===== src/hw/ddrini_pkg.sv =====
// Shared constants for the DDR2 power-up initialization link.
package ddrini_pkg;
	// Command codes as {cs_b, ras_b, cas_b, we_b}.
	localparam logic [3:0] CMD_MRS   = 4'h0;
	localparam logic [3:0] CMD_REF   = 4'h1;
	localparam logic [3:0] CMD_PRE   = 4'h2;
	localparam logic [3:0] CMD_NOP   = 4'h7;
	localparam logic [3:0] CMD_DESEL = 4'h8;
	// Bank address codes that select the mode registers.
	localparam logic [2:0] BA_MR   = 3'h0;
	localparam logic [2:0] BA_EMR1 = 3'h1;
	localparam logic [2:0] BA_EMR2 = 3'h2;
	localparam logic [2:0] BA_EMR3 = 3'h3;
	// Field positions on the address lines.
	localparam int A_PREALL   = 10;
	localparam int A_TOP      = 13;
	localparam int MR_BL_LO   = 0;
	localparam int MR_BT      = 3;
	localparam int MR_CL_LO   = 4;
	localparam int MR_TM      = 7;
	localparam int MR_DLLRST  = 8;
	localparam int MR_WR_LO   = 9;
	localparam int EMR_DLLDIS = 0;
	localparam int EMR_RDS    = 1;
	localparam int EMR_RTT0   = 2;
	localparam int EMR_AL_LO  = 3;
	localparam int EMR_RTT1   = 6;
	localparam int EMR_OCD_LO = 7;
	localparam int EMR_DQSDIS = 10;
	// Field codes.
	localparam logic [2:0] BL_4        = 3'h2;
	localparam logic [2:0] BL_8        = 3'h3;
	localparam logic [2:0] OCD_EXIT    = 3'h0;
	localparam logic [2:0] OCD_DEFAULT = 3'h7;
	localparam logic [13:0] ADDR_ZERO  = 14'h0000;
	// Timing: core clock period and the documented waits.
	localparam int CORE_PERIOD_PS  = 25000;
	localparam int LINK_DIV        = 2;
	localparam int T_CLK_STABLE_US = 200;
	localparam int T_CLK_STABLE_CYC = (T_CLK_STABLE_US * 1000000 + CORE_PERIOD_PS - 1) / CORE_PERIOD_PS;
	localparam int T_CKE_NS        = 400;
	localparam int T_CKE_CYC       = (T_CKE_NS * 1000 + CORE_PERIOD_PS - 1) / CORE_PERIOD_PS;
	localparam int T_CMD_GAP_NS    = 200;
	localparam int T_CMD_GAP_CYC   = (T_CMD_GAP_NS * 1000 + CORE_PERIOD_PS - 1) / CORE_PERIOD_PS;
	localparam int DLL_LOCK_CLKS   = 200;
	localparam int DLL_LOCK_CYC    = DLL_LOCK_CLKS * LINK_DIV;
	localparam int MIN_REFRESHES   = 2;
endpackage


===== src/hw/ddrini_link_if.sv =====
// Command and address link between the memory controller and the DDR2 device.
`timescale 1ns/1ps
interface ddrini_link_if;
	logic        ck;
	logic        cke;
	logic        odt;
	logic        cs_b;
	logic        ras_b;
	logic        cas_b;
	logic        we_b;
	logic [2:0]  ba;
	logic [13:0] addr;
	modport ctrl (output ck, cke, odt, cs_b, ras_b, cas_b, we_b, ba, addr);
	modport dram (input ck, cke, odt, cs_b, ras_b, cas_b, we_b, ba, addr);
endinterface


===== src/hw/ddrini_ctrl.sv =====
// Controller end: makes the link clock and runs the power-up and mode register sequence.
//
// Operation
// - Hold CKE and ODT low during power-up.
// - Run stable clock 200 us first.
// - Drive NOP, then raise CKE.
// - NOP 400 ns after CKE, then precharge-all.
// - Write EMR2 with BA1 high.
// - Write EMR3 with BA0, BA1 high.
// - Write EMR1 enabling DLL, OCD bits low.
// - Mode register write with DLL reset.
// - Precharge-all, then two or more refreshes.
// - Mode register write without DLL reset.
// - Calibration only 200 clocks after DLL reset.
// - EMR1 calibration default, then calibration exit.
// - Every register write carries all fields.
// - Device keeps array data across mode writes.
// - Mode write is all-low command, bank selects.
// - Write modes idle, CKE high, respect tMRD.
// - Program every mode register before use.
// - Mode register field layout.
// - Extended mode register 1 field layout.
// - Write recovery rounded up in cycles.
// - DLL off in self refresh, relocked after.
// - No read before 200 clocks after DLL reset.
`timescale 1ns/1ps
module ddrini_ctrl
	import ddrini_pkg::*;
#(
	parameter int CLK_STABLE_CYC = T_CLK_STABLE_CYC
) (
	input  wire logic        core_clk,
	input  wire logic        rst_b,
	input  wire logic        start,
	input  wire logic [13:0] mr_cfg,
	input  wire logic [13:0] emr1_cfg,
	output logic             busy,
	output logic             init_done,
	output logic             read_ok,
	ddrini_link_if.ctrl      link
);
	typedef enum logic [13:0] {
		ST_IDLE    = 14'h0001,
		ST_CLKWAIT = 14'h0002,
		ST_CKEUP   = 14'h0004,
		ST_EMR2    = 14'h0010,
		ST_EMR3    = 14'h0020,
		ST_EMR1    = 14'h0040,
		ST_MRDLL   = 14'h0080,
		ST_PREA2   = 14'h0100,
		ST_REF     = 14'h0200,
		ST_MROP    = 14'h0400,
		ST_OCDDEF  = 14'h0800,
		ST_OCDEXIT = 14'h1000,
		ST_DONE    = 14'h2000
	} ddrini_state_t;

	// Builds a full extended mode register 1 word with the calibration field forced.
	function automatic logic [13:0] ddrini_emr1(input logic [13:0] cfg, input logic [2:0] ocd);
		logic [13:0] w;
		w = cfg;
		w[EMR_OCD_LO +: 3] = ocd;
		w[EMR_DLLDIS] = 1'b0;
		w[A_TOP] = 1'b0;
		return w;
	endfunction

	ddrini_state_t state;
	ddrini_state_t next_state;
	logic [15:0]   wait_cnt;
	logic [15:0]   next_wait_cnt;
	logic [15:0]   dll_cnt;
	logic [15:0]   next_dll_cnt;
	logic [1:0]    ref_cnt;
	logic [1:0]    next_ref_cnt;
	logic          ck;
	logic          cke;
	logic [3:0]    cmd;
	logic [3:0]    next_cmd;
	logic [2:0]    ba;
	logic [2:0]    next_ba;
	logic [13:0]   addr;
	logic [13:0]   next_addr;
	logic          next_cke;
	logic          next_busy;
	logic          next_init_done;
	logic          next_read_ok;
	logic          tick;
	logic          go;

	// Commands change only as the link clock falls, so each is held for a full
	// link period and is stable around the rising edge the device samples on.
	assign tick = ck;
	assign go   = tick && (wait_cnt == 16'h0000);

	// Sequence step, wait counters and the command word for the next link period.
	always_comb begin
		next_state     = state;
		next_wait_cnt  = (wait_cnt != 16'h0000) ? wait_cnt - 16'h0001 : wait_cnt;
		next_dll_cnt   = (dll_cnt != 16'h0000) ? dll_cnt - 16'h0001 : dll_cnt;
		next_ref_cnt   = ref_cnt;
		next_cke       = cke;
		next_cmd       = tick ? CMD_NOP : cmd;
		next_ba        = tick ? BA_MR : ba;
		next_addr      = tick ? ADDR_ZERO : addr;
		next_busy      = (state != ST_IDLE) && (state != ST_DONE);
		next_init_done = (state == ST_DONE);
		next_read_ok   = (state == ST_DONE) && (dll_cnt == 16'h0000);
		unique case (state)
			ST_IDLE: begin
				next_cke = 1'b0;
				if (start) begin
					next_state    = ST_CLKWAIT;
					next_wait_cnt = 16'(CLK_STABLE_CYC);
				end
			end
			ST_CLKWAIT: begin
				if (go) begin
					next_state    = ST_CKEUP;
					next_cke      = 1'b1;
					next_wait_cnt = 16'(T_CKE_CYC);
				end
			end
			ST_CKEUP: begin
				if (go) begin
					next_cmd             = CMD_PRE;
					next_addr[A_PREALL]  = 1'b1;
					next_state           = ST_EMR2;
					next_wait_cnt        = 16'(T_CMD_GAP_CYC);
				end
			end
			ST_EMR2: begin
				if (go) begin
					next_cmd      = CMD_MRS;
					next_ba       = BA_EMR2;
					next_state    = ST_EMR3;
					next_wait_cnt = 16'(T_CMD_GAP_CYC);
				end
			end
			ST_EMR3: begin
				if (go) begin
					next_cmd      = CMD_MRS;
					next_ba       = BA_EMR3;
					next_state    = ST_EMR1;
					next_wait_cnt = 16'(T_CMD_GAP_CYC);
				end
			end
			ST_EMR1: begin
				if (go) begin
					next_cmd      = CMD_MRS;
					next_ba       = BA_EMR1;
					next_addr     = ddrini_emr1(emr1_cfg, OCD_EXIT);
					next_state    = ST_MRDLL;
					next_wait_cnt = 16'(T_CMD_GAP_CYC);
				end
			end
			ST_MRDLL: begin
				if (go) begin
					next_cmd              = CMD_MRS;
					next_addr             = mr_cfg;
					next_addr[MR_DLLRST]  = 1'b1;
					next_addr[MR_TM]      = 1'b0;
					next_addr[A_TOP]      = 1'b0;
					next_dll_cnt          = 16'(DLL_LOCK_CYC);
					next_state            = ST_PREA2;
					next_wait_cnt         = 16'(T_CMD_GAP_CYC);
				end
			end
			ST_PREA2: begin
				if (go) begin
					next_cmd            = CMD_PRE;
					next_addr[A_PREALL] = 1'b1;
					next_ref_cnt        = 2'(MIN_REFRESHES);
					next_state          = ST_REF;
					next_wait_cnt       = 16'(T_CMD_GAP_CYC);
				end
			end
			ST_REF: begin
				if (go) begin
					next_cmd      = CMD_REF;
					next_ref_cnt  = ref_cnt - 2'h1;
					next_wait_cnt = 16'(T_CMD_GAP_CYC);
					if (ref_cnt == 2'h1) begin
						next_state = ST_MROP;
					end
				end
			end
			ST_MROP: begin
				if (go) begin
					next_cmd             = CMD_MRS;
					next_addr            = mr_cfg;
					next_addr[MR_DLLRST] = 1'b0;
					next_addr[MR_TM]     = 1'b0;
					next_addr[A_TOP]     = 1'b0;
					next_state           = ST_OCDDEF;
					next_wait_cnt        = 16'(T_CMD_GAP_CYC);
				end
			end
			ST_OCDDEF: begin
				if (go && (dll_cnt == 16'h0000)) begin
					next_cmd      = CMD_MRS;
					next_ba       = BA_EMR1;
					next_addr     = ddrini_emr1(emr1_cfg, OCD_DEFAULT);
					next_state    = ST_OCDEXIT;
					next_wait_cnt = 16'(T_CMD_GAP_CYC);
				end
			end
			ST_OCDEXIT: begin
				if (go) begin
					next_cmd      = CMD_MRS;
					next_ba       = BA_EMR1;
					next_addr     = ddrini_emr1(emr1_cfg, OCD_EXIT);
					next_state    = ST_DONE;
					next_wait_cnt = 16'(T_CMD_GAP_CYC);
				end
			end
			ST_DONE: begin
				if (start) begin
					// A new start reruns the sequence from the precharge-all, skipping the clock wait; the array is never touched.
					next_state = ST_CKEUP;
					next_wait_cnt = 16'(T_CMD_GAP_CYC);
				end
			end
		endcase
	end

	// All state and link outputs except the tied-low ODT are plain flip-flops; the link clock is a divide by two.
	// Reset parks the link clock high, so the device end takes its own reset on that rising
	// edge; reset must therefore stay low for at least two core clocks.
	always_ff @(posedge core_clk) begin
		if (!rst_b) begin
			state     <= ST_IDLE;
			wait_cnt  <= 16'h0000;
			dll_cnt   <= 16'h0000;
			ref_cnt   <= 2'h0;
			ck        <= 1'b1;
			cke       <= 1'b0;
			cmd       <= CMD_NOP;
			ba        <= BA_MR;
			addr      <= ADDR_ZERO;
			busy      <= 1'b0;
			init_done <= 1'b0;
			read_ok   <= 1'b0;
		end else begin
			state     <= next_state;
			wait_cnt  <= next_wait_cnt;
			dll_cnt   <= next_dll_cnt;
			ref_cnt   <= next_ref_cnt;
			ck        <= ~ck;
			cke       <= next_cke;
			cmd       <= next_cmd;
			ba        <= next_ba;
			addr      <= next_addr;
			busy      <= next_busy;
			init_done <= next_init_done;
			read_ok   <= next_read_ok;
		end
	end

	// Link pins; ODT stays low for the whole sequence.
	assign link.ck    = ck;
	assign link.cke   = cke;
	assign link.odt   = 1'b0;
	assign link.cs_b  = cmd[3];
	assign link.ras_b = cmd[2];
	assign link.cas_b = cmd[1];
	assign link.we_b  = cmd[0];
	assign link.ba    = ba;
	assign link.addr  = addr;
endmodule


===== src/flat_wrapper.sv =====
// flat-port wrapper written by rule: the top's interface ports become plain ports
module ddrini_ctrl_flat import ddrini_pkg::*;
#(
	parameter int CLK_STABLE_CYC = T_CLK_STABLE_CYC
)
  (core_clk, rst_b, start, mr_cfg, emr1_cfg, busy, init_done, read_ok, link_ck, link_cke, link_odt, link_cs_b, link_ras_b, link_cas_b, link_we_b, link_ba, link_addr);
  ddrini_link_if link_i ();
  input  wire logic core_clk;
  input  wire logic rst_b;
  input  wire logic start;
  input  wire logic [13:0] mr_cfg;
  input  wire logic [13:0] emr1_cfg;
  output logic busy;
  output logic init_done;
  output logic read_ok;
  output wire logic [$bits(link_i.ck)-1:0] link_ck;
  output wire logic [$bits(link_i.cke)-1:0] link_cke;
  output wire logic [$bits(link_i.odt)-1:0] link_odt;
  output wire logic [$bits(link_i.cs_b)-1:0] link_cs_b;
  output wire logic [$bits(link_i.ras_b)-1:0] link_ras_b;
  output wire logic [$bits(link_i.cas_b)-1:0] link_cas_b;
  output wire logic [$bits(link_i.we_b)-1:0] link_we_b;
  output wire logic [$bits(link_i.ba)-1:0] link_ba;
  output wire logic [$bits(link_i.addr)-1:0] link_addr;
  assign link_ck = link_i.ck;
  assign link_cke = link_i.cke;
  assign link_odt = link_i.odt;
  assign link_cs_b = link_i.cs_b;
  assign link_ras_b = link_i.ras_b;
  assign link_cas_b = link_i.cas_b;
  assign link_we_b = link_i.we_b;
  assign link_ba = link_i.ba;
  assign link_addr = link_i.addr;
  ddrini_ctrl #(.CLK_STABLE_CYC(CLK_STABLE_CYC)) u_core (.core_clk(core_clk), .rst_b(rst_b), .start(start), .mr_cfg(mr_cfg), .emr1_cfg(emr1_cfg), .busy(busy), .init_done(init_done), .read_ok(read_ok), .link(link_i));
endmodule

===== config.mk =====
export PLATFORM = sky130hd
export DESIGN_NAME = ddrini_ctrl_flat
export DESIGN_NICKNAME = d
export VERILOG_FILES = /design/src/hw/ddrini_pkg.sv /design/src/hw/ddrini_link_if.sv /design/src/hw/ddrini_ctrl.sv /design/src/flat_wrapper.sv
export SDC_FILE = /design/constraint.sdc
export NUM_CORES = 1
export LEC_CHECK = 0
export BUFFER_PORTS_ARGS = -buffer_cell sky130_fd_sc_hd__buf_4
export CORE_MARGIN = 5
export CORE_UTILIZATION = 51
export CTS_CLUSTER_DIAMETER = 150
export CTS_CLUSTER_SIZE = 24
export DETAILED_ROUTE_END_ITERATION = 8
export PLACE_DENSITY = 0.78
export SLEW_MARGIN = 30
export SYNTH_ARGS = -nofsm -noshare
export SYNTH_HDL_FRONTEND = slang
export SYNTH_SLANG_ARGS = --single-unit

===== constraint.sdc =====
create_clock -name core_clk -period 2.63 [get_ports core_clk]
set_clock_uncertainty 0.2 [all_clocks]
set_input_delay 0.263 -clock core_clk [delete_from_list [all_inputs] [get_ports core_clk]]
set_output_delay 0.263 -clock core_clk [all_outputs]
set_load 0.05 [all_outputs]

==> results of run 1 <==
## flip-flops by register name, summed over array words and instances (netlist names)
signal            flops
u_core.read_ok        1
u_core.state         13
u_core.link.cke       1
u_core.dll_cnt       16
u_core.cmd            4
u_core.wait_cnt      16
u_core.busy           1
u_core.ref_cnt        2
u_core.link.ba        3
u_core.init_done      1
u_core.link.ck        1
u_core.link.addr     14
## Yosys cell counts, drive strengths merged (2+ instances only)
| library cell | number | area share |
|---|---|---|
| dfxtp | 73 | 0.39 |
| a21oi | 45 | 0.063 |
| nor2 | 36 | 0.037 |
| nand2 | 34 | 0.034 |
| o21ai | 28 | 0.041 |
| nand3 | 20 | 0.033 |
| nor3 | 16 | 0.024 |
| clkbuf | 15 | 0.015 |
| xor2 | 15 | 0.035 |
| buf | 13 | 0.020 |
| nand4 | 13 | 0.022 |
| xnor2 | 13 | 0.031 |
| a211oi | 12 | 0.031 |
| nor4 | 12 | 0.028 |
| a22oi | 10 | 0.020 |
| and3 | 9 | 0.015 |
| inv | 8 | 0.0081 |
| nor3b | 8 | 0.016 |
| or3 | 7 | 0.012 |
| ha | 5 | 0.017 |
| or2 | 5 | 0.0084 |
| nor2b | 4 | 0.0068 |
| and2 | 3 | 0.0051 |
| nor4b | 3 | 0.0071 |
| o31ai | 3 | 0.0061 |
| or4 | 3 | 0.0071 |
| a31oi | 2 | 0.0034 |
| and4b | 2 | 0.0054 |
| nand4b | 2 | 0.0047 |
| o21a | 2 | 0.0041 |
| o22ai | 2 | 0.0034 |
| o31a | 2 | 0.0047 |
| or3b | 2 | 0.0047 |
## per-stage QoR
step	TNS [ps]	util	setup WS (ps)	cell area (um2)	power, uW
after floorplan	0	-	132	3710	2520
after global placement	0	0.613	53.6	4400	2910
after detailed placement	-40.9	0.613	-18.7	4400	2970
after CTS	0	0.665	53.2	4770	3820
after global routing	0	0.673	10.6	4830	4150
final	0	0.673	107	4830	3890
## final cells by class
type,instances,share of cell area
Sequential cell,73,0.303
Timing Repair Buffer,113,0.188
Clock buffer,9,0.0256
Tap cell,99,0.0256
Multi-Input combinational cell,332,0.438
Clock inverter,7,0.0130
Inverter,9,0.00699
## critical path: cells and delay by family, from the launching register on
kind,cells,cell delay [ps]
buffers and inverters,3,500
AOI/OAI and AO/OA,2,170
and+or+nand+nor,4,1200
DFF,1,320
## cell families after synthesis
family	Yosys count
simple gates	183
compound gates	115
buf+inv	37
fa+ha+maj	5
xor+xnor	28
flops	73
other cells	1
## worst paths after layout
check / startpoint / to / slack, ps / cells after the start
worst max-delay path: u_core.wait_cnt[7] / u_core.wait_cnt[6] / 110 / 9
worst min-delay path: mr_cfg[5] / u_core.link.addr[5] / 8 / 3
worst max register to register: u_core.wait_cnt[7] / u_core.wait_cnt[6] / 110 / 9
worst min register to register: u_core.link.cke / u_core.link.cke / 260 / 2
## where the power goes
part           leakage [uW]  switching [uW]  internal [uW]
logic               0.00126             869            758
registers          0.000596             152           1270
clock network     0.0000923             485            360
## repair_timing
item | in CTS | in global routing
pin swaps | 2 | 2
setup buffers | 2 | 1
hold buffers | 16 | 0
setup endpoints to repair | 6 | 17
resized for setup | 0 | 14
hold endpoints to repair | 9 | 0
gates cloned | 0 | 1
## metal layers
layer,share of wire,vias up,wire (um)
met3,0.044,14,463
met4,0.014,0,142
met1,0.44,1786,4640
li1,-,1796,-
met5,0,-,0
met2,0.50,97,5260
==> metrics.yaml, run 1 <==
cpMaxStageDelayCell: "or4_4"
synth_cell_type_count: 63
synth_edf_count: 0
antennaDiodeCount: 0
path_class: "flip-flop to flip-flop"
dp_hpwl_mm: 7.17
cts_sinks: 73
final.period_utilization: 0.959
p_leak_uw: 0.00195
wl_per_cell_um: 16.4
die-area_mm2: 0.00907
grt_pass1_vias: 3576
drt-vias-per-instance: 5.75
period_needed_ps: 2520
ys_seq_area_frac: 0.394
setup_viol: 0
die_y_um: 95.2
synth_xor_area_frac: 0.0662
timing_hold_violations_final: 0
syn2layout_area_growth_pct: 30.4
grt_use_total: 0.242
yosys_warnings: 0
met3_usage: 0.0466
slew_violations: 0
fillers: 571
synth_compound_area_frac: 0.197
use_met2: 0.412
final_cell_mix: "buf_4 (93), dfxtp_1 (71), a21oi_1 (42), nor2_1 (35), nand2_1 (34)"
holdWs_ps: 7.53
final_antenna_net_count: 0
clk_pin_slew_worst_paths_ps: 90
via_count: 3693
h-tree-depth: 3
holdCritPathClass: "input pin to flip-flop"
path_cells: "or4_4 -> nor4_4 -> buf_4 -> and3_1 -> a21oi_2 -> buf_4 -> nor3_2 -> buf_4 -> a21oi_1"
root_buffer: "clkbuf_8"
worst_pin_slew_ps: 579
fin_cells: 642
cp.arrival_ps: 2560
cpMostUsedCell: "buf_4"
synthMuxAreaShare: 0
syn_area_mm2: 0.00371
ys_ff_latch: 73
grt_overflow_total: 0
die_w_um: 95.2
synthCells: 442
rsz0062_at_grt: "no"
num_rows: 31
cap_violations: 0
avgSynthCellArea_um2: 8.38
drive_gt1_frac: 0.265
start_util: 0.516
final_common_cell: "buf_4"
grt_util_met1: 0.311
nets: 574
dp.cells: 606
portBuffers: 48
insertion_delay_ps: 360
multi_input_area_mm2: 0.00212
synth-async-reset-ratio: 0
slew_headroom: 0.614
grt_pass1_wl_mm: 17.3
synth-simple-area-share: 0.281
worst_setup_path_end_kind: "flip-flop"
ff_latch_area_mm2: 0.00146
fmax_mhz: 396
drtPass1Iterations: 5
crit_path_max_fanout: 6
grt_max_degree: 25
gp_congestion: 0.938
max_stage_delay_ps: 570
drc: 0
status: "finished, final reports clean"
ys.flop_type: "dfxtp_1"
power.density_mw_per_mm2: 805
initialDrtViolationCount: 267
cts_tree: "built"
synth_top_family_by_area: "simple AND/OR/NAND/NOR gates"
io_pins: 58
wl_mm: 10.5
critPathRequiredTime_ps: 2670
antenna_found_initial: 0
top_usage_layer: "met2"
core_mm2: 0.00718
synthAdderAreaFrac: 0.0169
cts-buffers-inserted: 9
cts_buffer_depth: 2
ir_drop_mv: 0.340
crit_path_start_kind: "flip-flop"
syn-num-nets: 478
Power figures use the tool's default switching activity.
==> run 2: changes to the inputs <==
--- a/config.mk
+++ b/config.mk
@@ -9,3 +9,3 @@
 export CORE_MARGIN = 5
-export CORE_UTILIZATION = 51
+export CORE_UTILIZATION = 60
 export CTS_CLUSTER_DIAMETER = 150
@@ -13,3 +13,4 @@
 export DETAILED_ROUTE_END_ITERATION = 8
-export PLACE_DENSITY = 0.78
+export PLACE_DENSITY = 0.86
+export REMOVE_ABC_BUFFERS = 1
 export SLEW_MARGIN = 30
==> constraint.sdc (replaced) <==
create_clock -name core_clk -period 3.2 [get_ports core_clk]
set_clock_uncertainty 0.2 [all_clocks]
set_input_delay 0.32 -clock core_clk [delete_from_list [all_inputs] [get_ports core_clk]]
set_output_delay 0.32 -clock core_clk [all_outputs]
set_load 0.02 [all_outputs]
==> metrics.yaml, run 2 (synthesis results as in run 1) <==
wl_per_cell_um: 16.8  # +2.5%
p_leak_uw: 0.00169  # -13%
start_util: 0.622  # +0.106
die-area_mm2: 0.00785  # -13%
antennaDiodeCount: 0  # unchanged
core_mm2: 0.00596  # -17%
timing_hold_violations_final: 0  # unchanged
finalWorstSetupSlack_ps: 261  # +153 ps
holdWs_ps: 9.14  # +1.61 ps
grt_overflow_total: 0  # unchanged
status: "finished, final reports clean"
rsz0062_at_grt: "no"
cap_violations: 0  # unchanged
worstRegToRegCells: 6  # -3
drc: 0  # unchanged
cts_sinks: 73  # unchanged
fmax_mhz: 340  # -14%
final_cell_mix: "dfxtp_1 (73), buf_4 (59), a21oi_1 (43), nor2_1 (35), nand2_1 (34)"
final.period_utilization: 0.919  # -0.0407
grt_pass1_wl_mm: 15.6  # -10%
slew_violations: 0  # unchanged
crit_start: "u_core.state[13]"
cts-buffers-inserted: 9  # unchanged
cts_tree: "built"
slew_headroom: 0.563  # -0.0506
worst_setup_path_end_kind: "flip-flop"
min_from: "emr1_cfg[6]"
grt_max_degree: 39  # +56%
via_count: 3531  # -4.4%
root_buffer: "clkbuf_8"
r2r_setup_slack_ps: 260  # +150 ps
antenna_found_initial: 0  # unchanged
cts_hold_buf: 0  # -16
max_stage_delay_ps: 640  # +70 ps
cpMostUsedCell: "nand4_1"
post-place-ws_ps: 314  # +332 ps
period_needed_ps: 2940  # +417 ps
hold_end: "u_core.link.addr[6]"
power.density_mw_per_mm2: 726  # -9.9%
cp.arrival_ps: 2960  # +400 ps
hold_depth: 3  # unchanged
drtPass1Iterations: 5  # unchanged
h-tree-depth: 3  # unchanged
grt_use_total: 0.253  # +0.0116
nets: 520  # -9.4%
post_cts_buffers: 0  # -2
worst_pin_slew_ps: 650  # +70.5 ps
rr_endpoint: "u_core.wait_cnt[15]"
wl_mm: 9.45  # -10%
fillers: 476  # -17%
portBuffers: 48  # unchanged
ir_drop_mv: 0.506  # +49%
holdCritPathClass: "input pin to flip-flop"
clk_pin_slew_worst_paths_ps: 80  # about the same
cts_buffer_depth: 2  # unchanged
setup_viol: 0  # unchanged
initialDrtViolationCount: 259  # -3.0%
io_pins: 58  # unchanged
path_cells: "nor4_1 -> nand4_1 -> nand4_1 -> nor2_1 -> a211oi_4 -> a211oi_1"
final_common_cell: "dfxtp_1"
reg_top3: "u_core.dll_cnt: 16 flops, u_core.wait_cnt: 16 flops, u_core.link.addr: 14 flops"
critPathRequiredTime_ps: 3220  # +550 ps
cpMaxStageDelayCell: "nor4_1"
path_class: "flip-flop to flip-flop"
crit_path_start_kind: "flip-flop"
dp.cells: 548  # -9.6%
drive_gt1_frac: 0.195  # -0.0705
gp_congestion: 0.949  # +1.2%
dp_hpwl_mm: 6.59  # -8.0%
die_y_um: 88.6  # -7.0%
grt_pass1_vias: 3328  # -6.9%
drt-vias-per-instance: 6.27  # +9.0%
fin_cells: 563  # -12%
die_w_um: 88.6  # -7.0%
final_antenna_net_count: 0  # unchanged
insertion_delay_ps: 360  # about the same
fin_tns_setup_ps: 0  # unchanged
cts-resized-gates: 0  # unchanged
syn2layout_area_growth_pct: 16.8
num_rows: 28  # -9.7%
crit_path_max_fanout: 9  # +3
reg2reg_from: "u_core.state[13]"
==> run 2: per-stage QoR <==
stage	instance area (um2)	util	power, uW
floorplan	3580	-	2040
detailed placement	4110	0.691	2320
global placement	4110	0.691	2270
CTS	4330	0.727	3130
finish	4330	0.727	3140
global route	4330	0.727	3340
==> run 2: layout make-up <==
cell class,count,area (um2),share of cell area
Timing Repair Buffer,59,443,0.102
Clock buffer,10,138,0.0318
Inverter,9,33.8,0.00780
Clock inverter,5,80.1,0.0185
Sequential cell,73,1460,0.337
Tap cell,75,93.8,0.0217
Multi-Input combinational cell,332,2080,0.480
==> run 2: how the worst max path moves through the flow <==
stage,end,slack [ps],depth (start not counted)
global route,u_core.wait_cnt[15],60,6
finish,u_core.wait_cnt[15],260,6
detailed placement,u_core.wait_cnt[13],310,6
global placement,u_core.wait_cnt[4],380,6
CTS,u_core.wait_cnt[7],310,6
floorplan,u_core.wait_cnt[4],350,6
==> run 2: critical path: cells and delay by family, from the launching register on <==
| family | cells | cell delay (ps) |
|---|---|---|
| DFF | 1 | 430 |
| and+or+nand+nor | 4 | 1560 |
| AOI/OAI and AO/OA | 2 | 600 |
==> run 2: power by group <==
group	switching, uW	internal [uW]
logic	671	505
clock network	347	454
registers	128	1040
==> run 2: layer usage <==
layer,vias up,track usage,share of wire
li1,1691,-,-
met1,1679,0.307,0.41
met2,131,0.426,0.50
met3,30,0.0764,0.061
met4,0,0.0920,0.024
met5,-,0,0
==> run 3: changes to the inputs <==
REMOVE_ABC_BUFFERS = unset   (was 1)
==> metrics.yaml, run 3 (synthesis results as in run 1) <==
worst_setup_path_end_kind: "flip-flop"
io_pins: 58  # unchanged
reg_top3: "u_core.dll_cnt: 16 flops, u_core.wait_cnt: 16 flops, u_core.link.addr: 14 flops"
fmax_mhz: 339  # -0.22%
drc: 0  # unchanged
grt_overflow_total: 0  # unchanged
dpl_cell_area_mm2: 0.00413  # +0.37%
num_rows: 28  # unchanged
crit_path_start_kind: "flip-flop"
final.period_utilization: 0.921  # +0.00202
die-area_mm2: 0.00785  # unchanged
p_sw_uw: 1150  # +0.66%
power.density_mw_per_mm2: 709  # -2.3%
post_cts_buffers: 0  # unchanged
endpoint: "u_core.wait_cnt[7]"
die_w_um: 88.6  # unchanged
h-tree-depth: 3  # unchanged
syn2layout_area_growth_pct: 16.6
cpMaxStageDelayCell: "or4_1"
via_count: 3507  # -0.68%
power_frac_comb: 0.385  # +0.011
core_mm2: 0.00596  # unchanged
seq_power_share: 0.380  # +0.009
drive_gt1_frac: 0.200  # +0.00492
worst_pin_slew_ps: 606  # -43.3 ps
fin_util: 0.726  # -0.00147
cts_sinks: 73  # unchanged
period_needed_ps: 2950  # +6.45 ps
path_class: "flip-flop to flip-flop"
crit_start: "u_core.dll_cnt[2]"
cap_violations: 0  # unchanged
cts_hold_buf: 0  # unchanged
grt_pass1_vias: 3287  # -1.2%
cts-resized-gates: 0  # unchanged
path_buf_inv: 0  # unchanged
nets: 522  # +0.38%
insertion_delay_ps: 350  # about the same
switching_share: 0.376  # +0.0117
wl_mm: 9.47  # +0.25%
dp.cells: 550  # +0.36%
fin_tns_setup_ps: 0  # unchanged
fin_cells: 566  # +0.53%
grt_max_degree: 36  # -7.7%
grt_pass1_wl_mm: 15.4  # -1.3%
ir_drop_mv: 0.448  # -12%
status: "finished, final reports clean"
portBuffers: 48  # unchanged
drt-vias-per-instance: 6.20  # -1.2%
final_area_mm2: 0.00432  # -0.20%
dp_hpwl_mm: 6.77  # +2.7%
cp.arrival_ps: 2940  # -20 ps
max_stage_delay_ps: 540  # -100 ps
initialDrtViolationCount: 272  # +5.0%
p_leak_uw: 0.00169  # +0.36%
rr_endpoint: "u_core.wait_cnt[7]"
final_cell_mix: "dfxtp_1 (73), buf_4 (61), a21oi_1 (43), nor2_1 (35), nand2_1 (34)"
start_util: 0.622  # unchanged
clockPowerShare: 0.234  # -0.021
drtPass1Iterations: 5  # unchanged
slew_headroom: 0.593  # +0.0301
p_int_uw: 1910  # -4.3%
grt_use_total: 0.251  # -0.00213
gp_congestion: 0.908  # -4.3%
slew_violations: 0  # unchanged
holdCritPathClass: "input pin to flip-flop"
final_antenna_net_count: 0  # unchanged
critPathRequiredTime_ps: 3190  # -30 ps
antennaDiodeCount: 0  # unchanged
final_common_cell: "dfxtp_1"
reg2reg_from: "u_core.dll_cnt[2]"
crit_path_max_fanout: 16  # +7
worstSetupPathDepth: 6  # unchanged
die_y_um: 88.6  # unchanged
path_cells: "or4_1 -> or2_0 -> or2_1 -> a211o_1 -> o21ai_4 -> a211oi_1"
root_buffer: "clkbuf_8"
worstRegToRegCells: 6  # unchanged
cts_buffer_depth: 2  # unchanged
cts-buffers-inserted: 9  # unchanged
setup_viol: 0  # unchanged
r2r_setup_slack_ps: 250  # about the same
wl_per_cell_um: 16.7  # -0.28%
power_uw: 3070  # -2.5%
timing_hold_violations_final: 0  # unchanged
rsz0062_at_grt: "no"
clk_pin_slew_worst_paths_ps: 90  # about the same
cts_tree: "built"
antenna_found_initial: 0  # unchanged
cpLargestDelayFamily: "simple AND/OR/NAND/NOR gates"
-- run 3: final cells by class --
class / count / area (um2)
Multi-Input combinational cell: 332 / 2080
Fill cell: 474 / 1630
Sequential cell: 73 / 1460
Timing Repair Buffer: 61 / 458
Clock buffer: 9 / 124
Tap cell: 75 / 93.8
Clock inverter: 7 / 70.1
Inverter: 9 / 33.8
-- run 3: worst reg2reg max path, delay by kind of cell, from the launching register on --
family | cells | cell delay (ps)
and+or+nand+nor | 3 | 1130
AOI/OAI and AO/OA | 3 | 1100
DFF | 1 | 350
-- run 3: how the worst min path moves through the flow --
stage / start / to / slack (ps) / cells after the start
CTS: emr1_cfg[3] / u_core.link.addr[3] / 10 / 3
floorplan: u_core.ref_cnt[1] / u_core.ref_cnt[1] / 230 / 2
detailed placement: u_core.ref_cnt[1] / u_core.ref_cnt[1] / 260 / 2
finish: mr_cfg[0] / u_core.link.addr[0] / 20 / 3
global placement: u_core.ref_cnt[1] / u_core.ref_cnt[1] / 240 / 2
global route: emr1_cfg[3] / u_core.link.addr[3] / 20 / 3
-- run 3: power groups by stage --
stage	Sequential, uW	Clock [uW]	Combinational, uW
final	1170	719	1180
after detailed placement	1180	0	1160
after global routing	1180	777	1310
after CTS	1160	724	1170
after global placement	1170	0	1120
after floorplan	1150	0	910
-- run 3: metrics by stage --
step | hold slack [ps] | worst slack (ps)
detailed placement | 261 | 314
global route | 21.0 | 144
floorplan | 232 | 702
CTS | 12.3 | 290
global placement | 245 | 367
finish | 25.0 | 254
-- run 3: routing by layer --
metal | vias to the layer above | global-route usage | wire length (um)
met5 | - | 0 | 0
li1 | 1694 | - | -
met3 | 25 | 0.0466 | 550
met1 | 1673 | 0.321 | 3940
met2 | 115 | 0.412 | 4740
met4 | 0 | 0.115 | 235
